--- config.mk ---
export PLATFORM = sky130hd
export DESIGN_NAME = ssaw_ctrl
export DESIGN_NICKNAME = d
export VERILOG_FILES = /design/src/inc/ssaw_pkg.sv /design/src/verilog/ssaw_write_decode.sv /design/src/verilog/ssaw_ctrl.sv
export SDC_FILE = /design/constraint.sdc
export NUM_CORES = 1
export LEC_CHECK = 0
export ABC_CLOCK_PERIOD_IN_PS = 1800
export BUFFER_PORTS_ARGS = -buffer_cell sky130_fd_sc_hd__buf_2
export CAP_MARGIN = 0
export CORE_MARGIN = 4
export CORE_UTILIZATION = 43
export DETAILED_ROUTE_END_ITERATION = 8
export GPL_TIMING_DRIVEN = 0
export PLACE_DENSITY_LB_ADDON = 0.1
export REMOVE_ABC_BUFFERS = 1
export SLEW_MARGIN = 20
export SYNTH_ARGS = -nofsm -noshare
export SYNTH_HDL_FRONTEND = slang
export SYNTH_SLANG_ARGS = --single-unit
--- constraint.sdc ---
create_clock -name core_clk -period 1.8 [get_ports core_clk]
set_clock_uncertainty 0.15 [all_clocks]
set_input_delay 0.27 -clock core_clk [delete_from_list [all_inputs] [get_ports core_clk]]
set_output_delay 0.27 -clock core_clk [all_outputs]
set_load 0.02 [all_outputs]
--- src/inc/ssaw_pkg.sv ---
// Shared constants and types for the synchronous SRAM address and write control front end.
package ssaw_pkg;
  // ----------------------------------------------------------------
  // Widths and reset values
  // ----------------------------------------------------------------
  localparam int ADDR_WIDTH = 20;
  localparam int LANE_COUNT = 8;
  localparam int BURST_WIDTH = 2;
  localparam logic [BURST_WIDTH-1:0] BURST_RESET = 2'h0;
  localparam logic [LANE_COUNT-1:0] LANES_NONE = 8'h00;
  localparam logic [LANE_COUNT-1:0] LANES_ALL = 8'hFF;

  // ----------------------------------------------------------------
  // Cycle kinds
  // ----------------------------------------------------------------
  typedef enum logic [1:0] {
    SSAW_IDLE = 2'b00,
    SSAW_PROC = 2'b01,
    SSAW_CTRL = 2'b10,
    SSAW_BURST = 2'b11
  } ssaw_cycle_t;
endpackage

--- src/verilog/ssaw_write_decode.sv ---
// Byte lane write decode for global and qualified byte writes.
`timescale 1ns/1ps
module ssaw_write_decode #(
  parameter int LANES = 8
) (
  input wire logic allLanesWriteN,
  input wire logic laneWriteEnableN,
  input wire logic [LANES-1:0] laneWriteSelN,
  output logic [LANES-1:0] laneWrite
);
  // Global write overrides the selects; byte selects count only with the enable.
  wire logic [LANES-1:0] qualifiedLanes;
  assign qualifiedLanes = laneWriteEnableN ? '0 : ~laneWriteSelN;
  assign laneWrite = !allLanesWriteN ? '1 : qualifiedLanes;
endmodule

--- src/verilog/ssaw_ctrl.sv ---
// Address capture, burst counter and write control top level.
`timescale 1ns/1ps
// Behaviour
// - Capture address on strobe with chip selected
// - Load low address bits into burst counter
// - Byte selects used only with enable low
// - Global write writes all lanes
// - Advance low steps burst counter only while selected and with no strobe
// - All inputs sampled on rising clock edge
// - Eight lanes each with own select
// - Processor strobe wins when both asserted
// - Chip selects low, high, low polarity
// - Processor strobe ignored if select one high
// - Chip selects checked only on address load
module ssaw_ctrl #(
  parameter int ADDR_W = ssaw_pkg::ADDR_WIDTH,
  parameter int LANES = ssaw_pkg::LANE_COUNT
) (
  input wire logic core_clk,
  input wire logic reset,
  input wire logic [ADDR_W-1:0] addrIn,
  input wire logic proc_addr_strobe_n,
  input wire logic ctrl_addr_strobe_n,
  input wire logic burst_advance_n,
  input wire logic chip_sel_a_n,
  input wire logic chip_sel_b,
  input wire logic chip_sel_c_n,
  input wire logic all_lanes_write_n,
  input wire logic lane_write_enable_n,
  input wire logic [LANES-1:0] lane_write_sel_n,
  output logic [ADDR_W-1:0] memAddr,
  output logic [LANES-1:0] laneWriteStrobe,
  output logic cycleActive,
  output logic cycleIsWrite,
  output logic cycleIsProc,
  output logic selected
);
  import ssaw_pkg::*;

  // ----------------------------------------------------------------
  // Registers
  // ----------------------------------------------------------------
  // These are declared ahead of the decode, which reads the selection state.
  logic [ADDR_W-1:0] addr_reg, addr_next;
  logic [BURST_WIDTH-1:0] burst_reg, burst_next;
  logic selected_reg, selected_next;
  logic [LANES-1:0] lanes_reg;
  logic active_reg;
  ssaw_cycle_t cycle_reg, cycle_next;

  // ----------------------------------------------------------------
  // Strobe and select decode
  // ----------------------------------------------------------------
  // Select polarity decode.
  wire logic chipActive;
  assign chipActive = !chip_sel_a_n && chip_sel_b && !chip_sel_c_n;
  // Processor strobe gated by select one.
  wire logic procStrobe;
  assign procStrobe = !proc_addr_strobe_n && !chip_sel_a_n;
  wire logic ctrlStrobe;
  assign ctrlStrobe = !ctrl_addr_strobe_n && !procStrobe;
  wire logic anyStrobe;
  assign anyStrobe = procStrobe || ctrlStrobe;
  wire logic loadAddr;
  assign loadAddr = anyStrobe && chipActive;
  // A strobe with the chip unselected deselects the device.
  wire logic deselect;
  assign deselect = anyStrobe && !chipActive;
  // An advance while deselected is dropped, so a stray pulse on a shared bus cannot
  // move a counter that belongs to another device.
  // Advance only steps a selected burst; selects are not consulted here.
  wire logic stepBurst;
  assign stepBurst = !anyStrobe && !burst_advance_n && selected_reg;

  // ----------------------------------------------------------------
  // Write decode
  // ----------------------------------------------------------------
  wire logic [LANES-1:0] laneDecoded;
  ssaw_write_decode #(.LANES(LANES)) u_decode (
    .allLanesWriteN(all_lanes_write_n),
    .laneWriteEnableN(lane_write_enable_n),
    .laneWriteSelN(lane_write_sel_n),
    .laneWrite(laneDecoded)
  );
  // Lanes are decoded only on live beats, so write controls seen while deselected are dropped.
  wire logic beatActive;
  assign beatActive = loadAddr || stepBurst || (!anyStrobe && selected_reg);
  wire logic [LANES-1:0] laneCycle;
  assign laneCycle = beatActive ? laneDecoded : LANES_NONE;

  // ----------------------------------------------------------------
  // State
  // ----------------------------------------------------------------
  // The counter wraps linearly from three to zero; the interleaved order is not offered,
  // so a master that expects it must reload the address instead of bursting.
  // Counter loads low bits, and steps on advance.
  assign burst_next = loadAddr ? addrIn[BURST_WIDTH-1:0] :
                      stepBurst ? BURST_WIDTH'(burst_reg + 1'b1) : burst_reg;
  assign addr_next = loadAddr ? addrIn : addr_reg;
  assign selected_next = loadAddr ? 1'b1 : (deselect ? 1'b0 : selected_reg);
  assign cycle_next = loadAddr ? (procStrobe ? SSAW_PROC : SSAW_CTRL) :
                      stepBurst ? SSAW_BURST : (deselect ? SSAW_IDLE : cycle_reg);

  // Everything is sampled on the rising edge.
  always_ff @(posedge core_clk) begin
    if (reset) begin
      addr_reg <= '0;
      burst_reg <= BURST_RESET;
      selected_reg <= 1'b0;
      lanes_reg <= LANES_NONE;
      active_reg <= 1'b0;
      cycle_reg <= SSAW_IDLE;
    end else begin
      addr_reg <= addr_next;
      burst_reg <= burst_next;
      selected_reg <= selected_next;
      lanes_reg <= laneCycle;
      active_reg <= beatActive;
      cycle_reg <= cycle_next;
    end
  end

  // ----------------------------------------------------------------
  // Outputs
  // ----------------------------------------------------------------
  // The low address bits come from the counter so bursts need no new address.
  logic [ADDR_W-1:0] memAddr_reg;
  logic isWrite_reg;
  // The processor flag has a flop of its own so that the pin carries no decode glitch.
  // It falls on a burst beat, a controller load and a deselect, and rises only on a processor load.
  logic isProc_reg;
  always_ff @(posedge core_clk) begin
    if (reset) begin
      memAddr_reg <= '0;
      isWrite_reg <= 1'b0;
      isProc_reg <= 1'b0;
    end else begin
      memAddr_reg <= {addr_next[ADDR_W-1:BURST_WIDTH], burst_next};
      isWrite_reg <= |laneCycle;
      isProc_reg <= (cycle_next == SSAW_PROC);
    end
  end
  assign memAddr = memAddr_reg;
  assign laneWriteStrobe = lanes_reg;
  assign cycleActive = active_reg;
  assign cycleIsWrite = isWrite_reg;
  assign cycleIsProc = isProc_reg;
  assign selected = selected_reg;
endmodule

; ---- Yosys cells after proc, flatten, opt, wreduce, memory -nomap -nowiden
; Index checks and enable logic that the tools add are counted.
; Widths: inputs -> output; s select.
[word_totals]
latch_bits = 0
n_memories = 0
word_cells = 47
inputBits = 38
mem_bits_rw = 0
rom_bits = 0
output_inout_bits = 32
regBits = 56
[classes]
eq_ne = 1
n_mux = 12
mul = 0
n_shift = 0
n_lt_le_gt_ge = 0
n_bitwise = 1
add_sub_neg = 1
div = 0
n_reduce_logical = 22
[ops]
columns = op, count
row1 = $mux 8, 3
row2 = $mux 20, 1
row3 = $mux 2, 6
row4 = $logic_and 1x1->1, 9
row5 = $logic_not 1->1, 8
row6 = $not 8->8, 1
row7 = $reduce_or 8->1, 1
row8 = $logic_or 1x1->1, 3
row9 = $add 2x1->2 const B, 1
row10 = $eq 2x1->1 const B, 1
row11 = $mux 1, 2
row12 = $reduce_bool 2->1, 1

; ---- Depth between registers and ports, before layout
[logic_depth]
word_depth = 12
ltp_mapped = 5
mapped_depth_nobuf = 4

; ---- Modules after synthesis
; A second synthesis with hierarchy kept.
[unflattened]
cells_unflattened = 138
hier_area_um2 = 1300.0
[modules_own_cells]
columns = module, cells_each, instances, seq_area_each_um2, area_per_inst_um2
row1 = ssaw_ctrl, 130, 1, 680.7, 1260.0
row2 = ssaw_write_decode, 8, 1, 0.0, 40.0

; ---- Worst setup path before layout
; No wires, ideal clock.
[synth_path]
path_kind = input -> register
from = input chip_sel_a_n
to = register addr_reg[11]
path_stages = 5
setup_time_ps = 132
slack_ps = 334
path_buffers = 1
arrival_ps = 1184
required_ps = 1518
cell_sequence = or3b_4 -> a21o_4 -> buf_2 -> nand2_1 -> a21oi_1
[synth_between]
elab_chain_len = 7
elab_cells_between_ends = 9
cone_classes = mux: 1 / reduce/logical: 8
[synth_lines]
columns = item, line
row1 = from (decl), ssaw_ctrl.sv:25  ; input wire logic chip_sel_a_n,
row2 = $logic_not 1->1 (*), "ssaw_ctrl.sv:56, ssaw_ctrl.sv:59"
row3 = $logic_and 1x1->1, ssaw_ctrl.sv:59  ; assign procStrobe = !proc_addr_strobe_n && !chip_sel_a_n;
row4 = $logic_not 1->1, ssaw_ctrl.sv:61  ; assign ctrlStrobe = !ctrl_addr_strobe_n && !procStrobe;
row5 = $logic_and 1x1->1, ssaw_ctrl.sv:61
row6 = $logic_or 1x1->1, ssaw_ctrl.sv:63  ; assign anyStrobe = procStrobe || ctrlStrobe;
row7 = $logic_and 1x1->1 (*), ssaw_ctrl.sv:65  ; assign loadAddr = anyStrobe && chipActive;
row8 = $mux 20 (*), ssaw_ctrl.sv:99  ; assign addr_next = loadAddr ? addrIn : addr_reg;
row9 = to (signal assigned), ssaw_ctrl.sv:114  ; addr_reg <= addr_next;
row10 = to (decl), ssaw_ctrl.sv:44  ; logic [ADDR_W-1:0] addr_reg, addr_next;
; Mark *: on every way between the ends. The rest lies on a longest branch, timed or not.
; A chain may end at the register's enable or synchronous reset.

; ---- Final worst setup path
[layout_path]
from = input chip_sel_a_n
to = register isProc_reg, in the netlist cycleIsProc
[layout_between]
elab_chain_len = 11
elab_cells_between_ends = 18
cone_classes = eq/ne: 1 / mux: 4 / reduce/logical: 13
[layout_lines]
columns = item, line
row1 = $logic_not 1->1 (*), "ssaw_ctrl.sv:56, ssaw_ctrl.sv:59"
row2 = $logic_and 1x1->1, ssaw_ctrl.sv:59
row3 = $logic_not 1->1, ssaw_ctrl.sv:61
row4 = $logic_and 1x1->1, ssaw_ctrl.sv:61
row5 = $logic_or 1x1->1, ssaw_ctrl.sv:63
row6 = $logic_not 1->1, ssaw_ctrl.sv:73  ; assign stepBurst = !anyStrobe && !burst_advance_n && selected_reg;
row7 = $logic_and 1x1->1 (2 in series), ssaw_ctrl.sv:73
row8 = $mux 2, ssaw_ctrl.sv:102  ; stepBurst ? SSAW_BURST : (deselect ? SSAW_IDLE : cycle_reg);
row9 = $mux 2 (*), ssaw_ctrl.sv:101  ; assign cycle_next = loadAddr ? (procStrobe ? SSAW_PROC : SSAW_CTRL) :
row10 = $eq 2x1->1 (*), ssaw_ctrl.sv:140  ; isProc_reg <= (cycle_next == SSAW_PROC);
row11 = to (signal assigned), ssaw_ctrl.sv:140
row12 = to (decl), ssaw_ctrl.sv:131  ; logic isProc_reg;
; Marks and branches as above.

==> impl_metrics.env <==
export IMPL_netSwitchingPower_uw=334
export IMPL_place_inst=234
export IMPL_register_area_um2=681
export IMPL_grt_use_met1=0.176
export IMPL_cp_end_kind="flop"
export IMPL_drt_pass1_iterations=2
export IMPL_power_frac_seq=0.522
export IMPL_internal_power_uw=1160
export IMPL_max_stage_delay_ps=430
export IMPL_whs_ps=22.4
export IMPL_first_global_vias=1022
export IMPL_nNetsFinal=249
export IMPL_cp_num_buf_inv=1
export IMPL_antenna_found_initial=0
export IMPL_clkLatencyLatePin_ps=320
export IMPL_cp_top_family="simple AND/OR/NAND/NOR gates"
export IMPL_grt_pass1_wl_um=4290
export IMPL_slew_headroom=0.664
export IMPL_peakVddDrop_mv=0.594
export IMPL_cp_start_kind="primary input"
export IMPL_htreeDepth=2
export IMPL_grtUsageTotal=0.158
export IMPL_synth_top_family_by_area="simple AND/OR/NAND/NOR gates"
export IMPL_dieHeight_um=62.1
export IMPL_cts_tree="yes"
export IMPL_initial_core_util=0.452
export IMPL_via_per_inst=4.86
export IMPL_grt_max_degree=26
export IMPL_drc=0
export IMPL_synth_distinct_cells=22
export IMPL_synthCells=140
export IMPL_synth_top_area_share=0.541
export IMPL_clkTransAtPathRegs_ps=100
export IMPL_synth_common_cells="nand2_1, dfxtp_1, a21oi_1"
export IMPL_num_fill_cells=263
export IMPL_max_cap_violations=0
export IMPL_synthTopCellsByArea="dfxtp_1, nand2_1, a21oi_1"
export IMPL_ios=70
export IMPL_num_rows=19
export IMPL_cts_path_max_buffers=2
export IMPL_synthSimpleGateAreaFrac=0.219
export IMPL_routedWlPerCell_um=11.6
export IMPL_cp_data_required_time_ps=1840
export IMPL_clock_sinks=34
export IMPL_cp_max_fo=19
export IMPL_final_cell_count_no_fill=242
export IMPL_timing_hold_violations_final=0
export IMPL_diodes=0
export IMPL_maxClockFrequency_mhz=652
export IMPL_ys_seq_elements=34
export IMPL_drt_iter0_markers=66
export IMPL_post_cts_resized=0
export IMPL_largest_reg_flops=18
export IMPL_status="complete, no violations"
export IMPL_busiest_layer="met2"
export IMPL_slew_viol_final=0
export IMPL_seq_area_frac_synth=0.541
export IMPL_rsz0062_at_grt="no"
export IMPL_grt_remaining_overflow=0
export IMPL_async_flop_share=0
export IMPL_yosysMostFrequentCell="nand2_1"
export IMPL_drt_wl_total_um=2800
export IMPL_place_congestion=0.676
export IMPL_swShare=0.223
export IMPL_grtUsageMet3=0.0806
export IMPL_use_met2=0.256
export IMPL_yosysWarnings=0
export IMPL_root_buffer="clkbuf_4"
export IMPL_finalCriticalPeriod_ps=1530
export IMPL_synth_fa_ha_area_frac=0
export IMPL_synth_area_mux_share=0
export IMPL_p_comb_frac=0.106
export IMPL_postCtsHoldBufs=0
export IMPL_fp_dieW_um=62.1
export IMPL_cp_slowest_cell="or3b_4"
export IMPL_arrival_ps=1570
export IMPL_worstSetupPathType="primary input to flop"
export IMPL_drive_gt1_frac=0.393
export IMPL_dpl_hpwl_um=2080
export IMPL_synth_top_area_cell="dfxtp_1"
export IMPL_setup_violations=0
export IMPL_synth_area_um2=1260
export IMPL_postCtsSetupBuffers=0
export IMPL_die_area_um2=3850
export IMPL_ant_nets=0
export IMPL_synth_flop_cell="dfxtp_1"
export IMPL_timing_final_crit_share=0.852
export IMPL_synthXorXnorAreaFrac=0.00697
export IMPL_cts_buffers=5
export IMPL_port_buffers=69
export IMPL_min_path_type="primary input to flop"
export IMPL_tightest_slew_ps=504
export IMPL_syn_to_final_growth_pct=34.7
export IMPL_synth_edf_count=0
export IMPL_avgSynthCellArea_um2=8.98
export IMPL_power_share_clock=0.372
export IMPL_multi_input_area_um2=538
export IMPL_core_um2=2780
export IMPL_vias=1176
export IMPL_powerDensity_nw_per_um2=885
export IMPL_path_cells="buf_2 > or3b_4 > a21oi_4 > o22ai_1 > nor4bb_1"
export IMPL_p_leak_uw=0.000783
export IMPL_fin_setup_tns_ps=0
export IMPL_synth_compound_area_share=0.202
cells in the final DEF, fill, tap and decap left out, types with 2 or more instances in the layout:
master and n:
nor2_1 6, nand2_1 38, and2_1 9, a21oi_4 2
o21ai_0 10, a21oi_1 21, nand4_1 2, nand2b_1 2
dfxtp_1 34, buf_2 69, clkbuf_4 5
tightest hold or removal path, delay by kind of cell:
kind	cells	cell delay, ps
AOI/OAI and AO/OA	1	50
buffers and inverters	1	90
and+or+nand+nor	1	40
stage by stage:
step           area (µm²)  total power [µW]  utilization  setup WS [ps]
6_report             1690              1500        0.609            267
5_1_grt              1690              1580        0.609            160
4_1_cts              1680              1520        0.605            251
3_5_place_dp         1600               959        0.576          -93.7
3_3_place_gp         1600               956        0.576          -72.6
2_1_floorplan        1220               873            -            248
cell families (layout without fill, tap and decap cells):
| family | Yosys count | count (layout) |
|---|---|---|
| XOR/XNOR | 1 | 1 |
| buffers and inverters | 6 | 77 |
| AND/OR/NAND/NOR | 60 | 60 |
| AO/OA/AOI/OAI | 39 | 39 |
| flip-flops | 34 | 34 |
layer usage:
layer	part of all wire	up-vias
met5	0	-
met3	0.10	5
met1	0.40	519
li1	-	609
met2	0.48	43
met4	0.012	0
worst paths after layout:
| check | from | to | slack (ps) | cells after the start |
|---|---|---|---|---|
| hold reg to reg | addr_reg[17] | addr_reg[17] | 300 | 2 |
| setup / recovery | chip_sel_a_n | cycleIsProc | 270 | 5 |
| setup reg to reg | selected | memAddr[1] | 460 | 4 |
| hold / removal | addrIn[2] | addr_reg[2] | 20 | 3 |
power groups by stage:
stage	Clock (µW)	Combinational, µW	Sequential, µW
2_1_floorplan	0	47.3	826
3_3_place_gp	0	156	799
3_5_place_dp	0	159	800
4_1_cts	575	160	783
5_1_grt	616	179	786
6_report	558	159	782
cell type report:
cell class,count,area share
Sequential cell,34,0.402
Tap cell,31,0.0229
Clock buffer,6,0.0303
Multi-Input combinational cell,100,0.318
Timing Repair Buffer,70,0.210
Clock inverter,1,0.0177
Power figures use the tool's default switching activity.
